==> config.mk <==
export PLATFORM = sky130hd
export DESIGN_NAME = pla_top
export DESIGN_NICKNAME = d
export VERILOG_FILES = /design/src/core/pla_pkg.sv /design/src/core/product_term_array.sv /design/src/core/macrocell.sv /design/src/core/pla_top.sv
export SDC_FILE = /design/constraint.sdc
export NUM_CORES = 2
export LEC_CHECK = 0
export BUFFER_PORTS_ARGS = -buffer_cell sky130_fd_sc_hd__buf_2
export CAP_MARGIN = 25
export CORE_ASPECT_RATIO = 0.5
export CORE_UTILIZATION = 45
export CTS_CLUSTER_DIAMETER = 120
export DETAILED_ROUTE_END_ITERATION = 8
export PLACE_DENSITY = 0.59
export SLEW_MARGIN = 30
export SYNTH_ARGS = -nofsm -noshare
export SYNTH_HDL_FRONTEND = slang
export SYNTH_SLANG_ARGS = --single-unit
==> constraint.sdc <==
create_clock -name sys_clk -period 3.3 [get_ports sys_clk]
set_clock_uncertainty 0.2 [all_clocks]
set_input_delay 0.165 -clock sys_clk [delete_from_list [all_inputs] [get_ports sys_clk]]
set_output_delay 0.165 -clock sys_clk [all_outputs]
set_load 0.02 [all_outputs]
==> src/core/pla_pkg.sv <==
// shared constants, types and register map of the programmable macrocell array
package pla_pkg;

  // ****************************************************************
  // array geometry
  // ****************************************************************
  localparam int NUM_CELLS      = 8;
  localparam int TERMS_PER_CELL = 8;
  localparam int NUM_TERMS      = NUM_CELLS * TERMS_PER_CELL;
  localparam int ARRAY_SIGNALS  = 16;
  localparam int LIT_W          = 2 * ARRAY_SIGNALS;
  localparam int SIG_W          = 64;
  localparam int ADDR_W         = 9;
  localparam int DATA_W         = 32;

  // ****************************************************************
  // register map (byte addresses)
  // ****************************************************************
  localparam logic [ADDR_W-1:0] FUSE_BASE_ADDR  = 9'h000;
  localparam logic [ADDR_W-1:0] CFG_ADDR        = 9'h100;
  localparam logic [ADDR_W-1:0] TERMDIS_LO_ADDR = 9'h104;
  localparam logic [ADDR_W-1:0] TERMDIS_HI_ADDR = 9'h108;
  localparam logic [ADDR_W-1:0] SECURITY_ADDR   = 9'h10C;
  localparam logic [ADDR_W-1:0] SIG_LO_ADDR     = 9'h110;
  localparam logic [ADDR_W-1:0] SIG_HI_ADDR     = 9'h114;
  localparam logic [ADDR_W-1:0] CTRL_ADDR       = 9'h118;
  localparam logic [ADDR_W-1:0] STATUS_ADDR     = 9'h11C;

  // ****************************************************************
  // field positions
  // ****************************************************************
  localparam int CFG_NOREG_BIT    = 0;
  localparam int CFG_EMUL_BIT     = 1;
  localparam int CFG_CELL_LSB     = 8;
  localparam int CFG_POL_LSB      = 16;
  localparam int SECURITY_BIT     = 0;
  localparam int CTRL_PROG_BIT    = 0;
  localparam int CTRL_ERASE_BIT   = 1;
  localparam int CTRL_PRELOAD_BIT = 2;
  localparam int STAT_FF_LSB      = 0;
  localparam int STAT_STANDBY_BIT = 8;
  localparam int STAT_SECURE_BIT  = 9;
  localparam int STAT_PROG_BIT    = 10;

  // ****************************************************************
  // reset values and timing
  // ****************************************************************
  localparam logic [SIG_W-1:0]  SIG_RESET    = 64'h0;
  localparam logic [DATA_W-1:0] FUSE_RESET   = 32'h0;
  localparam int STANDBY_IDLE_NS = 50;
  localparam int CLK_PERIOD_NS   = 100;
  localparam int STANDBY_CYC_RAW = (STANDBY_IDLE_NS + CLK_PERIOD_NS - 1) / CLK_PERIOD_NS;
  localparam int STANDBY_CYCLES  = (STANDBY_CYC_RAW < 1) ? 1 : STANDBY_CYC_RAW;
  localparam logic [7:0] STANDBY_COUNT = 8'(STANDBY_CYCLES);

  // ****************************************************************
  // types
  // ****************************************************************
  typedef struct packed {
    logic [NUM_CELLS-1:0] cell_polarity_local;
    logic [NUM_CELLS-1:0] cell_config_local;
    logic                 family_emulation_global;
    logic                 registers_disallowed_global;
  } config_type;

  typedef struct packed {
    logic [NUM_CELLS-1:0] io;
    logic                 oe_n;
    logic                 clk;
    logic [NUM_CELLS-1:0] inputs;
  } pin_sample_type;

  typedef enum logic [1:0] {
    MODE_REGISTERED,
    MODE_COMB_IO,
    MODE_COMB_OUT,
    MODE_INPUT
  } cell_mode_type;

endpackage : pla_pkg

==> src/core/product_term_array.sv <==
// wide AND plane: one product term per fuse row, with per-term disable
`timescale 1ns/1ns
module product_term_array
  import pla_pkg::*;
#(
  parameter int TERMS = NUM_TERMS,
  parameter int WIDTH = LIT_W
) (
  input  wire logic [WIDTH-1:0]            literals, // true/complement signal pairs
  input  wire logic [TERMS-1:0][WIDTH-1:0] masks,    // 1 = literal connected
  input  wire logic [TERMS-1:0]            term_on,  // 0 = term powered down
  output logic      [TERMS-1:0]            terms     // product term values
);

  // an empty mask gives high; a true/complement pair in one mask gives low
  for (genvar t = 0; t < TERMS; t++) begin : g_term
    assign terms[t] = term_on[t] & (&(literals | ~masks[t]));
  end

endmodule : product_term_array

==> src/core/macrocell.sv <==
// one output macrocell: mode decode, OR gate, polarity, output and feedback select
`timescale 1ns/1ns
module macrocell
  import pla_pkg::*;
#(
  parameter bit IS_END = 1'b0
) (
  input  wire logic                      no_registers, // registers_disallowed_global
  input  wire logic                      emulation,    // family_emulation_global
  input  wire logic                      cell_cfg,     // cell_config_local
  input  wire logic                      polarity,     // cell_polarity_local
  input  wire logic [TERMS_PER_CELL-1:0] terms,        // this cell's product terms
  input  wire logic                      ff_q,         // cell flip-flop
  input  wire logic                      own_pin,      // sampled own io pin
  input  wire logic                      alt_pin,      // neighbour pin or end pin
  input  wire logic                      oe_n,         // sampled shared enable pin
  output logic                           pin_val,      // value for the io pin
  output logic                           pin_en,       // io pin driver enable
  output logic                           feedback,     // signal into the AND plane
  output logic                           ff_next,      // flip-flop data input
  output cell_mode_type                  mode          // decoded cell mode
);

  logic sum;
  logic data;

  always_comb begin
    case ({no_registers, emulation, cell_cfg})
      3'h2:        mode = MODE_REGISTERED;
      3'h3, 3'h7:  mode = MODE_COMB_IO;
      3'h5:        mode = MODE_INPUT;
      default:     mode = MODE_COMB_OUT;
    endcase
  end

  always_comb begin
    // the last term steers the driver in the I/O modes
    if (mode == MODE_COMB_IO) begin
      sum = |terms[TERMS_PER_CELL-2:0];
    end else begin
      sum = |terms;
    end
    data    = polarity ? sum : ~sum;
    ff_next = ~data;
    case (mode)
      MODE_REGISTERED: begin
        pin_val = ~ff_q;
        pin_en  = ~oe_n;
      end
      MODE_COMB_IO: begin
        pin_val = data;
        pin_en  = terms[TERMS_PER_CELL-1];
      end
      MODE_INPUT: begin
        pin_val = data;
        pin_en  = 1'b0;
      end
      default: begin
        pin_val = data;
        pin_en  = 1'b1;
      end
    endcase
    if ((IS_END && no_registers) || mode == MODE_INPUT) begin
      feedback = alt_pin;
    end else if (mode == MODE_REGISTERED) begin
      feedback = ~ff_q;
    end else begin
      feedback = own_pin;
    end
  end

endmodule : macrocell

==> src/core/pla_top.sv <==
// programmable macrocell array with pin sampling, standby and Avalon-MM programming port
//
// Function
// - input mode disables the output buffer
// - input mode feeds back neighbour or end pin
// - three config bits decode the cell mode
// - polarity bit XORs the sum output
// - all flip-flops clear at power-up
// - registered outputs show high after power-up
// - combinatorial outputs show their equation value
// - registers preload from the io pins
// - security blocks readback of the pattern
// - security clears only with whole-array erase
// - 64-bit user signature store
// - signature readable whatever the security bit
// - idle inputs put the device into standby
// - outputs hold their level in standby
// - any input change leaves standby at once
// - disabled product terms contribute nothing when ZERO_POWER is set
// - registers load on clock pin rising edge
// - I/O modes use seven terms plus enable
// - empty term high, conflicting term low
`timescale 1ns/1ns
module pla_top
  import pla_pkg::*;
#(
  parameter bit ZERO_POWER = 1'b1
) (
  input  wire logic                 sys_clk,         // system clock, 10 MHz
  input  wire logic                 resetn,          // async reset, active low
  input  wire logic                 ce,              // clock enable, freezes all state
  input  wire logic [NUM_CELLS-1:0] in_pin,          // dedicated array inputs
  input  wire logic                 clk_pin,         // register clock pin
  input  wire logic                 oe_n_pin,        // shared output enable pin
  input  wire logic [NUM_CELLS-1:0] io_in,           // io pin levels
  output logic      [NUM_CELLS-1:0] io_out,          // io pin drive values
  output logic      [NUM_CELLS-1:0] io_oe,           // io pin drive enables
  input  wire logic [ADDR_W-1:0]    av_address,      // byte address
  input  wire logic                 av_read,         // read request
  input  wire logic                 av_write,        // write request
  input  wire logic [DATA_W-1:0]    av_writedata,    // write data
  output logic      [DATA_W-1:0]    av_readdata,     // read data
  output logic                      av_waitrequest   // high until answered
);

  // ****************************************************************
  // pin sampling
  // ****************************************************************
  pin_sample_type raw;
  pin_sample_type s1_q, s1_d;
  pin_sample_type s2_q, s2_d;
  pin_sample_type prev_q, prev_d;
  logic           in_changed;
  logic           clk_rise;

  assign raw = '{io: io_in, oe_n: oe_n_pin, clk: clk_pin, inputs: in_pin};

  always_comb begin
    s1_d   = raw;
    s2_d   = s1_q;
    prev_d = s2_q;
  end

  always_ff @(posedge sys_clk or negedge resetn) begin
    if (!resetn) begin
      s1_q   <= '0;
      s2_q   <= '0;
      prev_q <= '0;
    end else if (ce) begin
      s1_q   <= s1_d;
      s2_q   <= s2_d;
      prev_q <= prev_d;
    end
  end

  assign in_changed = (s2_q != prev_q);
  assign clk_rise   = s2_q.clk & ~prev_q.clk;

  // ****************************************************************
  // logic array and macrocells
  // ****************************************************************
  logic [NUM_TERMS-1:0][LIT_W-1:0] fuse_q, fuse_d;
  logic [NUM_TERMS-1:0]            term_dis_q, term_dis_d;
  logic [NUM_TERMS-1:0]            term_on;
  logic [NUM_TERMS-1:0]            term_val;
  logic [ARRAY_SIGNALS-1:0]        sig;
  logic [LIT_W-1:0]                lit;
  config_type                      cfg_q, cfg_d;
  logic [NUM_CELLS-1:0]            ff_q, ff_d;
  logic [NUM_CELLS-1:0]            ff_next;
  logic [NUM_CELLS-1:0]            pin_val;
  logic [NUM_CELLS-1:0]            pin_en;
  logic [NUM_CELLS-1:0]            fb;
  cell_mode_type                   mode [NUM_CELLS];

  assign sig     = {fb, s2_q.inputs};
  assign term_on = ZERO_POWER ? ~term_dis_q : {NUM_TERMS{1'b1}};

  for (genvar k = 0; k < ARRAY_SIGNALS; k++) begin : g_lit
    assign lit[2*k]   = sig[k];
    assign lit[2*k+1] = ~sig[k];
  end

  product_term_array #(
    .TERMS (NUM_TERMS),
    .WIDTH (LIT_W)
  ) u_array (
    .literals (lit),
    .masks    (fuse_q),
    .term_on  (term_on),
    .terms    (term_val)
  );

  for (genvar i = 0; i < NUM_CELLS; i++) begin : g_cell
    logic alt;
    // end cells take the shared enable and clock pins instead of a neighbour
    if (i == 0) begin : g_first
      assign alt = s2_q.oe_n;
    end else if (i == NUM_CELLS - 1) begin : g_last
      assign alt = s2_q.clk;
    end else begin : g_mid
      assign alt = s2_q.io[i+1];
    end
    macrocell #(
      .IS_END (i == 0 || i == NUM_CELLS - 1)
    ) u_cell (
      .no_registers (cfg_q.registers_disallowed_global),
      .emulation    (cfg_q.family_emulation_global),
      .cell_cfg     (cfg_q.cell_config_local[i]),
      .polarity     (cfg_q.cell_polarity_local[i]),
      .terms        (term_val[i*TERMS_PER_CELL +: TERMS_PER_CELL]),
      .ff_q         (ff_q[i]),
      .own_pin      (s2_q.io[i]),
      .alt_pin      (alt),
      .oe_n         (s2_q.oe_n),
      .pin_val      (pin_val[i]),
      .pin_en       (pin_en[i]),
      .feedback     (fb[i]),
      .ff_next      (ff_next[i]),
      .mode         (mode[i])
    );
  end

  // ****************************************************************
  // bus, programming state, registers and standby
  // ****************************************************************
  logic                 sec_q, sec_d;
  logic [SIG_W-1:0]     sig_store_q, sig_store_d;
  logic                 prog_q, prog_d;
  logic                 wait_q, wait_d;
  logic [DATA_W-1:0]    rdata_q, rdata_d;
  logic [DATA_W-1:0]    rd_val;
  logic [NUM_CELLS-1:0] out_q, out_d;
  logic [NUM_CELLS-1:0] oe_q, oe_d;
  logic [7:0]           idle_q, idle_d;
  logic                 stby_q, stby_d;
  logic                 wr_take;
  logic                 wake;
  logic                 upd;
  logic                 preload_hit;
  logic                 erase_hit;
  logic                 fuse_hit;

  assign wr_take     = av_write & ~wait_q;
  assign fuse_hit    = (av_address < CFG_ADDR);
  assign preload_hit = wr_take && av_address == CTRL_ADDR && av_writedata[CTRL_PRELOAD_BIT];
  assign erase_hit   = wr_take && prog_q && av_address == CTRL_ADDR
                       && av_writedata[CTRL_ERASE_BIT];
  // bus writes count as activity so a preload is never hidden by standby
  assign wake        = in_changed | wr_take;
  assign upd         = ~stby_q | wake;

  always_comb begin
    rd_val = '0;
    if (fuse_hit) begin
      if (!sec_q) begin
        rd_val = fuse_q[av_address[7:2]];
      end
    end else begin
      case (av_address)
        CFG_ADDR: begin
          if (!sec_q) begin
            rd_val[CFG_NOREG_BIT]               = cfg_q.registers_disallowed_global;
            rd_val[CFG_EMUL_BIT]                = cfg_q.family_emulation_global;
            rd_val[CFG_CELL_LSB +: NUM_CELLS]   = cfg_q.cell_config_local;
            rd_val[CFG_POL_LSB +: NUM_CELLS]    = cfg_q.cell_polarity_local;
          end
        end
        TERMDIS_LO_ADDR: rd_val = sec_q ? '0 : term_dis_q[DATA_W-1:0];
        TERMDIS_HI_ADDR: rd_val = sec_q ? '0 : term_dis_q[NUM_TERMS-1:DATA_W];
        SECURITY_ADDR:   rd_val[SECURITY_BIT] = sec_q;
        SIG_LO_ADDR:     rd_val = sig_store_q[DATA_W-1:0];
        SIG_HI_ADDR:     rd_val = sig_store_q[SIG_W-1:DATA_W];
        CTRL_ADDR:       rd_val[CTRL_PROG_BIT] = prog_q;
        STATUS_ADDR: begin
          rd_val[STAT_FF_LSB +: NUM_CELLS] = ff_q;
          rd_val[STAT_STANDBY_BIT]         = stby_q;
          rd_val[STAT_SECURE_BIT]          = sec_q;
          rd_val[STAT_PROG_BIT]            = prog_q;
        end
        default:         rd_val = '0;
      endcase
    end
  end

  always_comb begin
    fuse_d      = fuse_q;
    term_dis_d  = term_dis_q;
    cfg_d       = cfg_q;
    sec_d       = sec_q;
    sig_store_d = sig_store_q;
    prog_d      = prog_q;
    wait_d      = 1'b1;
    rdata_d     = rdata_q;
    ff_d        = ff_q;
    out_d       = out_q;
    oe_d        = oe_q;
    // one wait cycle, then waitrequest is low for one cycle only, whatever the master does
    if ((av_read || av_write) && wait_q) begin
      wait_d = 1'b0;
      if (av_read) begin
        rdata_d = rd_val;
      end
    end
    if (preload_hit) begin
      ff_d = ~s2_q.io;
    end else if (clk_rise) begin
      ff_d = ff_next;
    end
    if (wr_take && av_address == CTRL_ADDR) begin
      prog_d = av_writedata[CTRL_PROG_BIT];
    end
    if (wr_take && prog_q) begin
      if (fuse_hit) begin
        fuse_d[av_address[7:2]] = av_writedata;
      end else begin
        case (av_address)
          CFG_ADDR: begin
            cfg_d.registers_disallowed_global = av_writedata[CFG_NOREG_BIT];
            cfg_d.family_emulation_global     = av_writedata[CFG_EMUL_BIT];
            cfg_d.cell_config_local  = av_writedata[CFG_CELL_LSB +: NUM_CELLS];
            cfg_d.cell_polarity_local = av_writedata[CFG_POL_LSB +: NUM_CELLS];
          end
          TERMDIS_LO_ADDR: term_dis_d[DATA_W-1:0]         = av_writedata;
          TERMDIS_HI_ADDR: term_dis_d[NUM_TERMS-1:DATA_W] = av_writedata;
          SECURITY_ADDR:   sec_d = sec_q | av_writedata[SECURITY_BIT];
          SIG_LO_ADDR:     sig_store_d[DATA_W-1:0]     = av_writedata;
          SIG_HI_ADDR:     sig_store_d[SIG_W-1:DATA_W] = av_writedata;
          default:         sec_d = sec_q;
        endcase
      end
    end
    if (erase_hit) begin
      fuse_d     = '0;
      cfg_d      = '0;
      term_dis_d = '0;
      sec_d      = 1'b0;
    end
    idle_d = wake ? 8'h00 : ((idle_q == 8'hFF) ? idle_q : idle_q + 8'h01);
    stby_d = ZERO_POWER && (idle_d >= STANDBY_COUNT);
    if (upd) begin
      out_d = pin_val;
      oe_d  = pin_en;
    end
  end

  always_ff @(posedge sys_clk or negedge resetn) begin
    if (!resetn) begin
      fuse_q      <= '0;
      term_dis_q  <= '0;
      cfg_q       <= '0;
      sec_q       <= 1'b0;
      sig_store_q <= SIG_RESET;
      prog_q      <= 1'b0;
      wait_q      <= 1'b1;
      rdata_q     <= '0;
      ff_q        <= '0;
      out_q       <= '0;
      oe_q        <= '0;
      idle_q      <= 8'h00;
      stby_q      <= 1'b0;
    end else if (ce) begin
      fuse_q      <= fuse_d;
      term_dis_q  <= term_dis_d;
      cfg_q       <= cfg_d;
      sec_q       <= sec_d;
      sig_store_q <= sig_store_d;
      prog_q      <= prog_d;
      wait_q      <= wait_d;
      rdata_q     <= rdata_d;
      ff_q        <= ff_d;
      out_q       <= out_d;
      oe_q        <= oe_d;
      idle_q      <= idle_d;
      stby_q      <= stby_d;
    end
  end

  assign io_out         = out_q;
  assign io_oe          = oe_q;
  assign av_readdata    = rdata_q;
  assign av_waitrequest = wait_q;
endmodule : pla_top

Word-level counts from Yosys, hierarchy flattened --
Index checks and enable logic that the tools add are counted.
Word-level totals: register bits 2316, input port bits 64, output and inout port bits 49, word-level logic and storage cells 619
Cells by class: add/subtract/negate cells 1, order comparisons 4, eq/ne operators 59, muxes and demuxes 94, bitwise operators 244, reduce and logical (&&, ||, !) cells 124
Operators by type and width (number):
- 2-to-1 mux 2048 bit | 3
- bitwise mux 2048 bit | 1
- inverter 32 bit | 64
- bitwise OR 32 bit | 64
- AND reduction 32 bit | 64
- 2-to-1 mux 32 bit | 8
- binary-select mux 32 bit (select 6 bit) | 1
- demux 32 bit (select 6 bit) | 1
- 2-to-1 mux 64 bit | 3
- equality test 9 bit (second input constant) | 8
- 2-to-1 mux 18 bit | 4
- bitwise AND 1 bit | 66
- case mux 13 bit (5 select lines) | 1
- inverter 64 bit | 1
- OR reduction 8 bit | 8
- OR reduction 7 bit | 8
- equality test 3 x 2 -> 1 bit (second input constant) | 16
- equality test 3 bit (second input constant) | 16
- case mux 2 bit (3 select lines) | 8
- 2-to-1 mux 1 bit | 45
- inverter 1 bit | 45
- 2-to-1 mux 8 bit | 4
- case mux 8 bit (4 select lines) | 1
- case mux 6 bit (5 select lines) | 1
- 26 further kinds | 85

Depth between registers and ports, before layout --
word-level depth 17, depth in mapped cells 14, mapped depth without buffers 10

By module --
From an unflattened synthesis, not the netlist that was laid out.
Unflattened totals: cells, all modules 10197, area total of the unflattened synthesis 118199.6 um2
By module, submodules not included:
- pla_top | times used 1, cells an instance 7956, area each 102204.3 um2, sequential area each 57956.8 um2
- product_term_array | times used 1, cells an instance 2061, area each 14609.0 um2, sequential area each 0.0 um2
- macrocell (g_cell[1].u_cell ...) | times used 6, cells an instance 24, area each 186.4 um2, sequential area each 0.0 um2
- macrocell (g_cell[0].u_cell ...) | times used 2, cells an instance 18, area each 133.9 um2, sequential area each 0.0 um2

Least setup slack after synthesis --
OpenSTA, ideal clock, no wires.
path type reg-to-reg, start point register s2_q (netlist bit lit[8]), end point register ff_q[7], setup time 0.137 ns, data arrival time 2.623 ns, data required time 2.963 ns, slack 0.340 ns, cell stages (with the launch flop) 13, path buffers 3, clock period less this slack 2.960 ns, cells stage by stage dfrtp_1 -> clkbuf_1 -> clkbuf_1 -> buf_2 -> mux2i_1 -> nand4_1 -> a2111oi_0 -> nand3_1 -> nor4_1 -> nor4_1 -> nand2_1 -> mux2i_1 -> o311ai_1
On the way: longest elaborated chain between the ends 11, elaborated cells on any way between the ends 33, those cells by class 4 x mux; 19 x bitwise; 10 x reduce/logical
Ends and longest elaborated chain:
- start: declaration | line pla_top.sv:51 | pin_sample_type s2_q, s2_d;
- start signal: assignment | line pla_top.sv:67 | s2_q <= '0;
- start signal: assignment | line pla_top.sv:71 | s2_q <= s2_d;
- inverter 1 bit | line pla_top.sv:101 | assign lit[2*k+1] = ~sig[k];
- bitwise OR 32 bit | line product_term_array.sv:17 | assign terms[t] = term_on[t] & (&(literals | ~masks[t]));
- AND reduction 32 bit | line product_term_array.sv:17
- bitwise AND 1 bit | line product_term_array.sv:17
- OR reduction 8 bit / OR reduction 7 bit (equally long branches) | line macrocell.sv:41, macrocell.sv:39
- 2-to-1 mux 1 bit (*) | line macrocell.sv:38 | if (mode == MODE_COMB_IO) begin
- inverter 1 bit | line macrocell.sv:43 | data = polarity ? sum : ~sum;
- 2-to-1 mux 1 bit (*) | line macrocell.sv:43
- inverter 1 bit (*) | line macrocell.sv:44 | ff_next = ~data;
- 2-to-1 mux 8 bit (*) | line pla_top.sv:227 | end else if (clk_rise) begin
- 2-to-1 mux 8 bit (*) | line pla_top.sv:225 | if (preload_hit) begin
- end signal: assignment | line pla_top.sv:277 | ff_q <= '0;
- end signal: assignment | line pla_top.sv:291 | ff_q <= ff_d;
- end: declaration | line pla_top.sv:89 | logic [NUM_CELLS-1:0] ff_q, ff_d;
Mark *: on every way between the ends. The rest lies on a longest branch, timed or not. The select of a mux whose other input is x is not followed. A chain may end at the register's enable or synchronous reset.

Final worst setup path --
start point register cfg_q[1] (netlist name), end point register oe_q[0] (netlist: io_oe[0])
On the way: longest elaborated chain between the ends 11, elaborated cells on any way between the ends 95, those cells by class 41 x eq/ne; 25 x mux; 10 x bitwise; 19 x reduce/logical
Ends and longest elaborated chain:
- start: declaration | line pla_top.sv:88 | config_type cfg_q, cfg_d;
- start signal: assignment | line pla_top.sv:285 | cfg_q <= cfg_d;
- equality test 3 x 2 -> 1 bit / equality test 3 bit (equally long branches) | line macrocell.sv:28 | case ({no_registers, emulation, cell_cfg})
- OR reduction 2 bit | line macrocell.sv:28
- case mux 2 bit (3 select lines) | line macrocell.sv:28
- zero test 2 bit, or another cell as far along | line macrocell.sv:45, macrocell.sv:65
- 2-to-1 mux 1 bit / logical OR 1 bit (equally long branches) | line macrocell.sv:65, macrocell.sv:63
- 2-to-1 mux 1 bit | line macrocell.sv:63 | if ((IS_END && no_registers) || mode == MODE_INPUT) begin
- inverter 1 bit | line pla_top.sv:101
- bitwise OR 32 bit | line product_term_array.sv:17
- AND reduction 32 bit | line product_term_array.sv:17
- bitwise AND 1 bit | line product_term_array.sv:17
- case mux 1 bit (3 select lines) (*) | line macrocell.sv:45 | case (mode)
- end signal: assignment | line pla_top.sv:279 | oe_q <= '0;
- end signal: assignment | line pla_top.sv:293 | oe_q <= oe_d;
- end: declaration | line pla_top.sv:154 | logic [NUM_CELLS-1:0] oe_q, oe_d;
Mark *: on every way between the ends. The rest lies on a longest branch, timed or not.

==> out/metrics.yaml <==
timing:
  worst_slack_ns: -0.323
  finalCritPeriodShare: 1.10
  rsz0062_at_grt: "true"
  setup_viol: 25
  timing.slew.headroom: 0.330
  fin_hold_ws_ns: 0.0428
  max_freq_mhz: 276
  finalCriticalPeriod_ns: 3.62
  tns_ns: -4.80
  finalHoldViolCount: 0
  drv_slew: 0
  worstMarginPinSlew_ns: 1.00
detailed_routing:
  via_count: 103000
  dr.first_iter.drc_count: 16600
  drt-total-wl_mm: 570
  dr.pass1.iters: 7
  wire_per_inst_um: 38.8
  drc: 0
  viasPerCell: 7.02
  drtAntennaViolNets: 0
synthesis:
  synth_edf_count: 0
  synth_xor_area_frac: 0.00129
  synth_top_area_share: 0.501
  async_reset_ff_frac: 1.00
  synth-adder-area-share: 0.000216
  ys.flop_type: "dfrtp_1"
  synth_compound_area_frac: 0.174
  ys_top_cells_by_area: "dfrtp_1, mux4_2, a22o_1"
  synth_area_leader_cell: "dfrtp_1"
  ys.warnings.count: 0
  synthMuxAreaShare: 0.187
  synth.ff_latch_count: 2316
  syn_area_per_cell_sq_um: 11.3
  synthesis.nets: 10300
  yosysUniqueCellTypes: 68
  synthSimpleGateAreaFrac: 0.0970
  yosysSeqAreaShare: 0.501
  synth_top_family_by_area: "multiplexers"
  syn_area_sq_um: 116000
  synthCells: 10200
placed_design:
  dp_hpwl_mm: 426
  globalplace.congestion: 1.07
  io_buffers: 112
  dp_cells: 14100
min_path:
  hp-class: "in -> reg"
  min_path_cells: 3
floorplanning:
  pin_count: 113
  placementRows: 131
  die-area_sq_um: 259000
  core_sq_um: 255000
  die_w_um: 719
  die_h_um: 360
  start_util: 0.453
setup_path:
  cp.arrival_ns: 4.27
  critPathKind: "reg -> reg"
  path_max_fanout: 15
  cp-start-kind: "register"
  worstPathRequired_ns: 3.95
  cp-end-kind: "register"
  rr_worst_depth: 15
power:
  intPower_mw: 47.2
  finalPower_mw: 64.4
  p_per_area_nw_per_um2: 446
  switching_power_mw: 17.3
  p_seq_frac: 0.447
  sw_frac_of_total: 0.268
  comb_power_share: 0.117
  ir_worst_vdd_uv: 384
  p_clk_frac: 0.435
  p_leak_nw: 64.8
status:
  violations: "setup timing"
  outcome: "complete, but fails checks"
global_routing:
  overflow: 0
  grt_pass1_vias: 97800
  antenna_found_initial: 85
  grt_first_pass_wirelength_mm: 797
  grt_usage: 0.434
  grt_max_degree: 146
clock_tree:
  cts_max_level: 4
  numCtsBuffers: 221
  clk_path_buf_depth: 4
  cts_tree: "done"
  root_buffer: "clkbuf_16"
  clock_latency_ns: 0.91
  cts_num_sinks: 2316
  cts.reportedPaths.clkPinSlew_ns: 0.07
final_layout:
  final_layout_size_suffix_gt1_frac: 0.276
  utilization: 0.566
  final_nets: 11200
  area_growth_pct: 24.8
  stdcell_count: 14700
run:
  max_cap_violations: 0
## kinds of logic (layout without fill, tap and decap cells)
logic type	Yosys count	in the layout
AO/OA/AOI/OAI	2985	2986
AND/OR/NAND/NOR	2439	2439
flip-flops	2316	2316
multiplexers	1374	1374
buffers and inverters	1089	2164
XOR/XNOR	17	17
adder cells (fa/ha/maj)	2	2
other	0	29
## placed cells by master (no fill, tap or decap), types with 33 or more instances in the layout
cell,n
mux4_2,613
a22oi_1,72
o21ai_1,34
buf_12,437
nor3_1,42
mux2i_1,601
nor4_2,39
buf_2,104
clkinv_2,49
clkbuf_1,34
nand2_1,1238
a21oi_1,63
dlygate4sd3_1,107
clkbuf_16,222
nand4_1,336
nor2_4,39
nor2_1,63
a22o_1,1154
clkbuf_8,45
o21ai_0,1389
buf_6,33
dfrtp_1,2305
o21ai_2,62
nand3_1,479
mux2_2,143
buf_4,1059
## cells in the mapped netlist (38+ instances only)
library cell	n
dfrtp_1	2315
o21ai_0	1422
nand2_1	1244
a22o_1	1154
clkbuf_1	734
mux2i_1	614
mux4_2	613
nand3_1	490
nand4_1	336
buf_2	263
mux2_2	147
nor2_1	132
nor4_1	91
a22oi_1	73
o21ai_1	69
a21oi_1	68
nor3_1	54
buf_1	50
a2111oi_0	38
## power groups by stage
stage | combinational (mW) | clock [mW] | sequential [mW]
after floorplan | 2.54 | 0 | 29.3
after global placement | 6.64 | 0 | 29.3
after detailed placement | 6.67 | 0 | 29.3
after CTS | 7.20 | 28.1 | 28.8
after global routing | 7.64 | 29.2 | 28.8
final | 7.55 | 28.1 | 28.8
## metrics by stage
stage,cell area [sq um],setup slack [ns]
after floorplan,116000,0.340
after global placement,133000,-1.01
after detailed placement,133000,-0.985
after CTS,144000,-0.194
after global routing,144000,-0.427
final,144000,-0.323
## per-layer routing
layer	part of all wire	global-route usage
met4	0.053	0.183
met5	0.0013	0.00293
met2	0.38	0.556
met3	0.17	0.225
met1	0.39	0.606
## worst max-delay path, stage by stage, from the launching register on
cell       delay [ns]
dfrtp_2          0.47
buf_12           0.18
buf_4            0.14
nand4bb_1        0.14
o211ai_1         0.18
bufbuf_16        0.35
buf_12           0.15
o21ai_0          0.18
nand4_1          0.14
nor4_2           0.31
buf_4            0.19
buf_4            0.12
mux2i_1          0.08
a221oi_2         0.42
buf_4            0.19
a21o_1           0.10
## state kept, by name, summed over array words and instances (netlist names), 2 cells and up
name         count
prev_d           2
io_out           8
prev_q          18
cfg_q           18
lit              8
idle_q           8
s1_q            18
sig_store_q     64
av_readdata     32
fuse_q        2048
g_cell.alt       8
term_dis_q      64
ff_q             8
io_oe            8
## path summary, 6_finish.rpt
path	from	to	slack, ns
max	cfg_q[1]$_DFFE_PN0P_	io_oe[0]$_DFFE_PN0P_	-0.32
min	av_writedata[17]	sig_store_q[17]$_DFFE_PN0P_	0.04
max reg2reg	cfg_q[1]$_DFFE_PN0P_	io_oe[0]$_DFFE_PN0P_	-0.32
min reg2reg	av_readdata[2]$_DFFE_PN0P_	av_readdata[2]$_DFFE_PN0P_	0.28
max in group asynchronous	resetn	fuse_q[404]$_DFFE_PN0P_	1.37
min in group asynchronous	resetn	s1_q[12]$_DFFE_PN0P_	0.46
## what timing repair did
action                      CTS  global route
hold endpoints to repair   4068             0
resized for setup           275            58
buffers inserted             55            20
setup endpoints to repair    25            27
pin swaps                    82            29
gates cloned                  6             0
hold buffers                108             0
## final cells by class
cell class | count | area [sq um]
diodes | 29 | 72.6
repair buffers | 1758 | 19100
clock inverters | 100 | 1380
clock buffers | 299 | 6270
well taps | 3391 | 4240
fillers | 21500 | 111000
inverters | 7 | 26.3
multi-input cells | 6818 | 55300
flip-flops and latches | 2316 | 58000
Power figures use the tool's default switching activity.
